## config.mk

```make
export PLATFORM = sky130hd
export DESIGN_NAME = cpl_clock_ctrl
export DESIGN_NICKNAME = d
export VERILOG_FILES = /design/src/rtl/cpl_l2_dll.v /design/src/rtl/cpl_clock_ctrl.v
export VERILOG_INCLUDE_DIRS = /design/src /design/src/common
export SDC_FILE = /design/constraint.sdc
export NUM_CORES = 1
export LEC_CHECK = 0
export BUFFER_PORTS_ARGS = -buffer_cell sky130_fd_sc_hd__buf_2
export CAP_MARGIN = 15
export CORE_MARGIN = 1.5
export CORE_UTILIZATION = 51
export DETAILED_ROUTE_END_ITERATION = 8
export GPL_TIMING_DRIVEN = 0
export PLACE_DENSITY = 0.79
export SYNTH_ARGS = -nofsm -noshare
export SYNTH_HDL_FRONTEND = slang
export SYNTH_SLANG_ARGS = --single-unit
```

## constraint.sdc

```tcl
create_clock -name clock -period 2.9 [get_ports clock]
set_input_delay 0.29 -clock clock [delete_from_list [all_inputs] [get_ports clock]]
set_output_delay 0.29 -clock clock [all_outputs]
set_load 0.005 [all_outputs]
```

## src/common/cpl_defs.vh

```
// constants for the core clock ratio and l2 clock divider block
// assumes inclusion by rtl and sim files; holds definitions, no logic
`ifndef CPL_DEFS_VH
`define CPL_DEFS_VH

// ***************************************************************
// register map (byte addresses, one aligned word each)
// ***************************************************************
`define CPL_ADDR_L2_CTRL    8'h00
`define CPL_ADDR_STATUS     8'h04
`define CPL_L2_CTRL_RESET   5'h00

// l2 control register fields
`define CPL_DIV_LSB         0
`define CPL_DIV_MSB         2
`define CPL_LOWFREQ_BIT     3
`define CPL_DLL_EN_BIT      4

// divisor field codes, l2 period in core periods
`define CPL_DIV_OFF         3'h0
`define CPL_DIV_1_0         3'h1
`define CPL_DIV_1_5         3'h2
`define CPL_DIV_2_0         3'h3
`define CPL_DIV_2_5         3'h4
`define CPL_DIV_3_0         3'h5

// ***************************************************************
// ratio strap codes and multipliers (in halves)
// ***************************************************************
`define CPL_CFG_X2_0        4'h4
`define CPL_CFG_X3_0        4'h8
`define CPL_CFG_X3_5        4'he
`define CPL_CFG_X4_0        4'ha
`define CPL_CFG_X4_5        4'h7
`define CPL_CFG_X5_0        4'hb
`define CPL_CFG_X5_5        4'h9
`define CPL_CFG_X6_0        4'hd
`define CPL_CFG_X6_5        4'h5
`define CPL_CFG_X7_0        4'h2
`define CPL_CFG_X7_5        4'h1
`define CPL_CFG_X8_0        4'hc
`define CPL_CFG_X10_0       4'h6
`define CPL_CFG_BYPASS      4'h3
`define CPL_CFG_OFF         4'hf

`define CPL_MULT_BYPASS     5'h02
`define CPL_MULT_NONE       5'h00
`define CPL_VCO_PER_CORE    2'h2

// ***************************************************************
// status register fields
// ***************************************************************
`define CPL_ST_STRAP_LSB    0
`define CPL_ST_MULT_LSB     4
`define CPL_ST_BYPASS_BIT   9
`define CPL_ST_OFF_BIT      10
`define CPL_ST_RSVD_BIT     11
`define CPL_ST_LOCK_BIT     12
`define CPL_ST_TAP_LSB      13

`endif

```

## src/rtl/cpl_l2_dll.v

```verilog
// delay-locked phase aligner for the divided l2 clock
// assumes fb_in is synchronous to clock and returns the delayed clock
`timescale 1ns/1ps
`default_nettype none

module cpl_l2_dll #(
    parameter TAPS   = 16,
    parameter TAP_W  = 4
) (
    input  wire             clock,
    input  wire             sys_rst,
    input  wire             enable,
    input  wire             ref_in,
    input  wire             fb_in,
    output reg              clk_out,
    output wire             locked,
    output wire [TAP_W-1:0] tap
);

    reg  [TAPS-1:0]  line_reg;
    reg  [TAP_W-1:0] tap_reg;
    reg              ref_d_reg;
    reg              dir_reg;
    reg              locked_reg;
    reg              primed_reg;
    wire             ref_rise;

    assign ref_rise = ref_in & ~ref_d_reg;
    assign locked   = locked_reg;
    assign tap      = tap_reg;

    // ***********************************************************
    // delay line and phase detector
    // ***********************************************************
    always @(posedge clock) begin
        if (sys_rst) begin
            line_reg   <= {TAPS{1'b0}};
            tap_reg    <= {TAP_W{1'b0}};
            ref_d_reg  <= 1'b0;
            dir_reg    <= 1'b0;
            locked_reg <= 1'b0;
            primed_reg <= 1'b0;
            clk_out    <= 1'b0;
        end else begin
            line_reg  <= {line_reg[TAPS-2:0], ref_in};
            ref_d_reg <= ref_in;
            clk_out   <= line_reg[tap_reg];
            if (!enable) begin
                tap_reg    <= {TAP_W{1'b0}};
                locked_reg <= 1'b0;
                primed_reg <= 1'b0;
            end else if (ref_rise) begin
                // feedback already high means it came early: add delay
                if (fb_in && tap_reg != TAPS - 1) begin
                    tap_reg <= tap_reg + 1'b1;
                end else if (!fb_in && tap_reg != {TAP_W{1'b0}}) begin
                    tap_reg <= tap_reg - 1'b1;
                end
                dir_reg    <= fb_in;
                primed_reg <= 1'b1;
                // a reversal of direction marks the edge straddled; the
                // first sample has no direction yet, so it cannot lock
                if (primed_reg && dir_reg != fb_in) begin
                    locked_reg <= 1'b1;
                end
            end
        end
    end

endmodule // cpl_l2_dll

`default_nettype wire

```

## src/rtl/cpl_clock_ctrl.v

```verilog
// core clock ratio decode and l2 sram clock divider, ahb-lite slave
// assumes clock is the vco-rate clock, one hclk domain, straps steady
//
// Function
// - core clock is bus clock times strap ratio
// - codes for ratios 2 through 5.5
// - codes for ratios 6 through 10
// - code 0011 clocks core from bus clock
// - bypass disables pll, forces 1:1 bus
// - code 1111 stops all internal clocking
// - l2 clock divided from core, dll aligned; in bypass it is still divided from clock, not from the bus-rate core
// - divisor field gives 1, 1.5, 2, 2.5, 3
// - feedback clock out, returned to dll
//
// The address map and the AHB-Lite register port are this design's own decisions.
`timescale 1ns/1ps
`default_nettype none
`include "cpl_defs.vh"

module cpl_clock_ctrl #(
    parameter DLL_TAPS  = 16,
    parameter DLL_TAP_W = 4
) (
    input  wire        clock,
    input  wire        sys_rst,
    // board straps and bus clock
    input  wire [3:0]  ratio_strap,
    input  wire        bus_clock_input,
    // clock outputs
    output reg         core_clock_out,
    output reg         pll_enable,
    output reg         bus_ratio_one_to_one,
    output reg  [4:0]  core_mult_halves,
    output wire        l2_clock_out,
    output wire        l2_feedback_clock_out,
    input  wire        l2_feedback_clock_in,
    output reg         l2_low_frequency_select,
    // ahb-lite slave
    input  wire        hsel,
    input  wire [7:0]  haddr,
    input  wire [1:0]  htrans,
    input  wire        hwrite,
    input  wire [2:0]  hsize,
    input  wire [31:0] hwdata,
    input  wire        hready,
    output wire        hreadyout,
    output wire        hresp,
    output reg  [31:0] hrdata
);

    reg  [3:0]  strap_reg;
    reg         strap_taken_reg;
    reg  [4:0]  mult_next;
    reg         bypass_next;
    reg         off_next;
    reg         rsvd_next;
    reg         rsvd_reg;
    reg         vco_half_reg;
    reg  [4:0]  l2_ctrl_reg;
    reg  [2:0]  l2_cnt_reg;
    reg         l2_ref_reg;
    reg  [2:0]  l2_period;
    reg         wr_pend_reg;
    reg  [7:0]  wr_addr_reg;
    wire        addr_phase;
    wire        dll_locked;
    wire        l2_clk_dly;
    wire [DLL_TAP_W-1:0] dll_tap;
    wire [31:0] status_word;
    wire [2:0]  div_field;

    assign div_field = l2_ctrl_reg[`CPL_DIV_MSB:`CPL_DIV_LSB];

    // ***************************************************************
    // strap capture
    // ***************************************************************
    // strap taken once, first edge after reset release; later changes
    // are ignored so a glitching strap cannot upset running clocks
    // strap sampled once
    always @(posedge clock) begin
        if (sys_rst) begin
            strap_reg       <= `CPL_CFG_OFF;
            strap_taken_reg <= 1'b0;
        end else if (!strap_taken_reg) begin
            strap_reg       <= ratio_strap;
            strap_taken_reg <= 1'b1;
        end
    end

    // ***************************************************************
    // ratio decode
    // ***************************************************************
    always @* begin
        mult_next   = `CPL_MULT_NONE;
        bypass_next = 1'b0;
        off_next    = 1'b0;
        rsvd_next   = 1'b0;
        case (strap_reg)
            `CPL_CFG_X2_0:   mult_next = 5'h04;
            `CPL_CFG_X3_0:   mult_next = 5'h06;
            `CPL_CFG_X3_5:   mult_next = 5'h07;
            `CPL_CFG_X4_0:   mult_next = 5'h08;
            `CPL_CFG_X4_5:   mult_next = 5'h09;
            `CPL_CFG_X5_0:   mult_next = 5'h0a;
            `CPL_CFG_X5_5:   mult_next = 5'h0b;
            `CPL_CFG_X6_0:   mult_next = 5'h0c;
            `CPL_CFG_X6_5:   mult_next = 5'h0d;
            `CPL_CFG_X7_0:   mult_next = 5'h0e;
            `CPL_CFG_X7_5:   mult_next = 5'h0f;
            `CPL_CFG_X8_0:   mult_next = 5'h10;
            `CPL_CFG_X10_0:  mult_next = 5'h14;
            `CPL_CFG_BYPASS: begin
                mult_next   = `CPL_MULT_BYPASS;
                bypass_next = 1'b1;
            end
            `CPL_CFG_OFF:    off_next = 1'b1;
            // reserved codes are treated as off, the safest choice
            default: begin
                off_next  = 1'b1;
                rsvd_next = 1'b1;
            end
        endcase
    end

    // ***************************************************************
    // core clock generation
    // ***************************************************************
    // clock stands for the vco; core runs at half of it
    always @(posedge clock) begin
        if (sys_rst || !strap_taken_reg) begin
            vco_half_reg         <= 1'b0;
            core_clock_out       <= 1'b0;
            pll_enable           <= 1'b0;
            bus_ratio_one_to_one <= 1'b0;
            core_mult_halves     <= `CPL_MULT_NONE;
            rsvd_reg             <= 1'b0;
        end else begin
            rsvd_reg             <= rsvd_next;
            core_mult_halves     <= mult_next;
            pll_enable           <= ~bypass_next & ~off_next;
            bus_ratio_one_to_one <= bypass_next;
            vco_half_reg         <= ~vco_half_reg;
            if (off_next) begin
                core_clock_out <= 1'b0;
            end else if (bypass_next) begin
                core_clock_out <= bus_clock_input;
            end else begin
                core_clock_out <= vco_half_reg;
            end
        end
    end

    // ***************************************************************
    // l2 clock divider
    // ***************************************************************
    // l2 period in vco cycles is twice the divisor: 2,3,4,5,6
    always @* begin
        case (div_field)
            `CPL_DIV_1_0: l2_period = 3'h2;
            `CPL_DIV_1_5: l2_period = 3'h3;
            `CPL_DIV_2_0: l2_period = 3'h4;
            `CPL_DIV_2_5: l2_period = 3'h5;
            `CPL_DIV_3_0: l2_period = 3'h6;
            default:      l2_period = 3'h0;
        endcase
    end

    always @(posedge clock) begin
        if (sys_rst || pll_enable == 1'b0 && !bus_ratio_one_to_one ||
                l2_period == 3'h0) begin
            l2_cnt_reg <= 3'h0;
            l2_ref_reg <= 1'b0;
        end else begin
            if (l2_cnt_reg >= l2_period - 3'h1) begin
                l2_cnt_reg <= 3'h0;
            end else begin
                l2_cnt_reg <= l2_cnt_reg + 3'h1;
            end
            // low for the rounded-up half period; odd periods (divisors 1.5, 2.5) skew
            l2_ref_reg <= (l2_cnt_reg < ((l2_period + 3'h1) >> 1)) ?
                          1'b0 : 1'b1;
        end
    end

    cpl_l2_dll #(
        .TAPS    (DLL_TAPS),
        .TAP_W   (DLL_TAP_W)
    ) u_dll (
        .clock   (clock),
        .sys_rst (sys_rst),
        .enable  (l2_ctrl_reg[`CPL_DLL_EN_BIT]),
        .ref_in  (l2_ref_reg),
        .fb_in   (l2_feedback_clock_in),
        .clk_out (l2_clk_dly),
        .locked  (dll_locked),
        .tap     (dll_tap)
    );

    assign l2_clock_out          = l2_clk_dly;
    assign l2_feedback_clock_out = l2_clk_dly;

    // ***************************************************************
    // ahb-lite register slave
    // ***************************************************************
    // zero wait states, always okay; unmapped reads give zero
    assign hreadyout  = 1'b1;
    assign hresp      = 1'b0;
    assign addr_phase = hsel & hready & htrans[1];

    assign status_word = {{(32 - `CPL_ST_TAP_LSB - DLL_TAP_W){1'b0}},
                          dll_tap, dll_locked, rsvd_reg, off_next &
                          strap_taken_reg, bus_ratio_one_to_one,
                          core_mult_halves, strap_reg};

    always @(posedge clock) begin
        if (sys_rst) begin
            wr_pend_reg             <= 1'b0;
            wr_addr_reg             <= 8'h00;
            hrdata                  <= 32'h0000_0000;
            l2_ctrl_reg             <= `CPL_L2_CTRL_RESET;
            l2_low_frequency_select <= 1'b0;
        end else begin
            wr_pend_reg <= addr_phase & hwrite;
            wr_addr_reg <= haddr;
            if (addr_phase && !hwrite) begin
                case (haddr)
                    `CPL_ADDR_L2_CTRL: hrdata <= {27'h0, l2_ctrl_reg};
                    `CPL_ADDR_STATUS:  hrdata <= status_word;
                    default:           hrdata <= 32'h0000_0000;
                endcase
            end
            if (wr_pend_reg && wr_addr_reg == `CPL_ADDR_L2_CTRL) begin
                l2_ctrl_reg             <= hwdata[4:0];
                l2_low_frequency_select <= hwdata[`CPL_LOWFREQ_BIT];
            end
        end
    end

endmodule // cpl_clock_ctrl

`default_nettype wire

```

# --- Yosys cells after proc, flatten, opt, wreduce, memory -nomap -nowiden ---
# Cells that the tools add are included.
word_totals:
  register_bits: 91
  inputBits: 56
  output_inout_bits: 45
  wordCells: 104
op_classes:
  add_sub_neg: 5
  order_cmp: 3
  eq_ne: 23
  muxes: 13
  bitwise: 12
  reduce_logical: 26
op_table:
  columns: ["cell", "n"]
  rows:
  - ["$pmux 5 s14", 1]
  - ["$pmux 17 s2", 1]
  - ["$eq 4x4->1 const B", 8]
  - ["$eq 4x3->1 const B", 4]
  - ["$logic_not 8->1", 2]
  - ["$pmux 3 s5", 1]
  - ["$reduce_or 15->1", 1]
  - ["$reduce_or 14->1", 1]
  - ["$eq 4x2->1 const B", 2]
  - ["$eq 8x3->1 const B", 1]
  - ["$mux 4", 2]
  - ["$mux 1", 7]
  - ["$add 3x1->3 const B", 2]
  - ["$and 1x1->1", 6]
  - ["$eq 3x2->1 const B", 2]
  - ["$eq 3x3->1 const B", 2]
  - ["$logic_and 1x1->1", 6]
  - ["$not 1->1", 6]
  - ["$reduce_and 2->1", 3]
  - ["$reduce_or 2->1", 3]
  - ["$lt 4x5->1 const B", 1]
  - ["$add 4x1->4 const B", 1]
  - ["$bmux 1 s4", 1]
  - ["$eq 4x1->1 const B", 1]
  - ["other kinds (12)", 17]

# --- Depth between registers and ports, before layout ---
logic_depth:
  word_depth: 5
  ltp_mapped: 9
  ltp_nobuf: 9

# --- By module ---
# From an unflattened synthesis, not the netlist that was laid out.
hier_totals:
  cells_unflattened: 327
  area_unflattened_um2: 3216.8
by_module_without_submodules:
  columns: ["module", "instances", "cells_per_inst", "area_per_inst_um2", "seq_area_each_um2"]
  rows:
  - ["cpl_clock_ctrl", 1, 243, 2240.9, 1001.0]
  - ["cpl_l2_dll", 1, 84, 975.9, 480.5]

# --- Least setup slack after synthesis ---
# OpenSTA, ideal clock, no wires.
synth_timing:
  path_type: "register -> register"
  from: "reg l2_ctrl_reg[1]"
  to: "reg l2_cnt_reg[2]"
  setup_ns: 0.064
  arrival_ns: 2.119
  required_time_ns: 2.836
  slack_ns: 0.717
  stages_incl_launch_ff: 10
  path_buffers: 0
  period_less_slack_ns: 2.183
  path_cell_list: "dfxtp_1 > inv_1 > ha_1 > nor2_1 > o21ai_0 > ha_1 > ha_1 > a21o_1 > a211o_1 > nor2_1"
synth_via:
  elab_chain_cells: 5
  elab_cells_between_ends: 11
synth_rtl:
  columns: ["element", "line_no", "source"]
  rows:
  - ["from (decl)", "cpl_clock_ctrl.v:59", "reg [4:0] l2_ctrl_reg;"]
  - ["from (signal assigned)", "cpl_clock_ctrl.v:220", "l2_ctrl_reg <= `CPL_L2_CTRL_RESET;"]
  - ["from (signal assigned)", "cpl_clock_ctrl.v:233", "l2_ctrl_reg <= hwdata[4:0];"]
  - ["$eq 3x3->1 (tied with other cells)", "cpl_clock_ctrl.v:158", "case (div_field)"]
  - ["$pmux 3 s5 *", "cpl_clock_ctrl.v:158", null]
  - ["$sub 3x1->3 or $logic_not 3->1 (tied branches)", "cpl_clock_ctrl.v:174, cpl_clock_ctrl.v:170", null]
  - ["$ge 3x3->1 or $logic_or 1x1->1 (tied branches)", "cpl_clock_ctrl.v:174, cpl_clock_ctrl.v:169", null]
  - ["$reduce_or 2->1 (no source line) *", null, null]
  - ["to (signal assigned)", "cpl_clock_ctrl.v:177", "l2_cnt_reg <= l2_cnt_reg + 3'h1;"]
  - ["to (decl)", "cpl_clock_ctrl.v:60", "reg [2:0] l2_cnt_reg;"]
# Every way passes the cells marked *; elsewhere a longest branch is shown, timed or not.
# A chain may end at the register's enable or synchronous reset.

# --- Worst setup path in the final report ---
layout_timing:
  from: "reg l2_ctrl_reg[1]"
  to: "reg l2_cnt_reg[0]"
# Same word-level chain as after synthesis.

==> results.cfg <==
[worst_setup_path]
critPathBufInv = 1
critPathKind = reg -> reg
endpoint_kind = register
crit_top_cell = ha_1
start_kind = register
cp_top_family = adder cells
required_ns = 3.19
crit_path_top_delay_cell = dfxtp_1
worstPathCellList = inv_1 -> ha_1 -> nor2_1 -> o21ai_0 -> ha_1 -> ha_1 -> a21o_1 -> a211o_1 -> nor2_1
cp.arrival_ns = 2.81
worstPathMaxFanout = 5
worst_path_largest_cell_delay_ns = 0.41

[floorplanning]
dieHeight_um = 82.7
die-area_mm2 = 0.00684
initial_core_util = 0.537
io_pins = 101
coreArea_mm2 = 0.00603
rows = 28
fp.dieW_um = 82.7

[clock_network]
cts_setup_buffers = 0
insertion_delay_ns = 0.36
path_clk_slew_ns = 0.07
cts_resized = 0
cts_tree = built
ctsLongestPathBuffers = 2
holdBufCountCts = 0
ctsHtreeMaxLevel = 3
root_buffer = clkbuf_8
cts_buffers = 9
cts.sinks = 74

[outcome]
outcome = completed

[final_layout]
fillers = 513
layout.cells.most_common = dfxtp_1
nets = 465
utilization = 0.647
largest_reg_flops = 17
area_growth_pct = 20.3
layout_common_cells = dfxtp_1, buf_2, nor2_1
antenna_cells = 0
drive_gt1_frac = 0.268

[global_routing]
gr-total-overflow = 0
grt_max_degree = 13
grt_pass1_wl_mm = 10.9
first_global_vias = 2372
grt_util_met1 = 0.240
antenna_found_initial = 0
met3_usage = 0.0527
top_usage_layer = met2
grt_usage = 0.216
use_met2 = 0.384

[pwr]
powerDensity_mw_per_mm2 = 557
leakage_nw = 1.83
internal_power_mw = 1.71
max-vdd-ir-drop_mv = 0.352
comb_power_share = 0.062
p_sw_frac = 0.211
p_clk_frac = 0.460
switchingPower_mw = 0.457
seqPwrFrac = 0.478

[timing]
min_period_ns = 2.52
fin_crit_sh = 0.870
hold-worst-slack_ns = 0.134
rsz0062_at_grt = false
drv_slew = 0
setup_ws_ns = 0.378
hold_violations = 0
finalSetupViolCount = 0
fmax_mhz = 397
slew_headroom = 0.634
finClkSkew_ns = 0.0109
worst_pin_slew_ns = 0.548
setup_tns_ns = 0

[synthesis]
synth_ff_type = dfxtp_1
synth_area_mm2 = 0.00324
ys_ff_latch = 74
synth_cell_types = 53
ys_seq_area_frac = 0.457
avgSynthCellArea_um2 = 10.1
syn_inst = 321
synth_edf_count = 0
async_flop_share = 0
yosys_warnings = 0

[detailed_routing]
wl_per_cell_um = 14.0
drt-initial-drc-count = 124
wl_mm = 6.71
vias = 2463
first_pass_iters = 4
avgViaCountPerCell = 5.15
ant_nets = 0
drc = 0

[placement]
routabilityCongestion = 0.850
dp_hpwl_mm = 4.85
preCtsSetupSlack_ns = 0.411
port_buffers = 51

[flow_run]
max_cap_viol_count = 0

[min_path]
holdCritPathClass = in -> reg
[kinds of logic after synthesis]
logic type,Yosys count,synth area share
and+or+nand+nor,111,0.192
xor gates and xnor gates,5,0.0135
AOI/OAI and AO/OA,48,0.107
DFF,74,0.457
muxes,22,0.0923
adders and majority gates,11,0.0448
other,2,0.00232
buffers and inverters,48,0.0904
[area by class of cell]
class	instances	area [um^2]	share of cell area
clock inverter	4	97.6	0.0250
timing repair buffer	51	255	0.0655
clock buffer	12	155	0.0398
buffer	39	259	0.0665
inverter	9	33.8	0.00867
tap	75	93.8	0.0241
multi-input combinational	214	1520	0.390
sequential	74	1480	0.380
[power groups by stage]
| stage | sequential [mW] | clock (mW) | combinational (mW) |
|---|---|---|---|
| 2_1_floorplan | 1.06 | 0 | 0.0924 |
| 3_3_place_gp | 1.06 | 0 | 0.129 |
| 3_5_place_dp | 1.06 | 0 | 0.132 |
| 4_1_cts | 1.04 | 1.01 | 0.133 |
| 5_1_grt | 1.04 | 1.05 | 0.150 |
| 6_report | 1.04 | 0.997 | 0.134 |
[final timing paths]
check / start / end / slack, ns / cells after the start
setup / recovery: l2_ctrl_reg[1]$_SDFFE_PP0P_ / l2_cnt_reg[0]$_SDFF_PP0_ / 0.38 / 9
hold / removal: sys_rst / wr_addr_reg[2]$_SDFF_PP0_ / 0.13 / 2
setup reg to reg: l2_ctrl_reg[1]$_SDFFE_PP0P_ / l2_cnt_reg[0]$_SDFF_PP0_ / 0.38 / 9
hold reg to reg: vco_half_reg$_SDFF_PP0_ / vco_half_reg$_SDFF_PP0_ / 0.41 / 1
[Yosys cell counts (all sizes together), types with 2 or more instances]
cell	instances	share of area
dfxtp	74	0.46
nor2	34	0.039
buf	28	0.067
nor2b	27	0.052
nand2	15	0.017
mux2i	13	0.040
a22oi	11	0.026
clkbuf	11	0.013
a21oi	10	0.015
ha	10	0.039
inv	8	0.0093
a21o	6	0.014
mux4	5	0.038
nand2b	5	0.0097
o21ai	5	0.0077
a22o	4	0.011
mux2	4	0.014
nand3	4	0.0062
xnor2	4	0.011
and2	3	0.0058
nor3	3	0.0081
nor4	3	0.010
or3	3	0.0077
or4	3	0.0081
a211o	2	0.0054
a31oi	2	0.0039
a32oi	2	0.0054
and3	2	0.0043
conb	2	0.0023
nand4	2	0.0039
nand4b	2	0.0054
nor3b	2	0.0046
[layer usage]
metal	share of wire	wire (um)	up-vias
met1	0.41	2740	1160
met5	0	0	-
met4	0.026	173	0
met3	0.045	303	14
met2	0.52	3490	62
li1	-	-	1227
[through the flow]
stage                     area, um^2  instances  total power [mW]
after floorplan                 3290        336              1.15
after global placement          3640        462              1.19
after detailed placement        3640        462              1.19
after CTS                       3900        478              2.18
after global routing            3900        478              2.24
final                           3900        478              2.17
No activity file was read; power rests on OpenSTA's default activity.
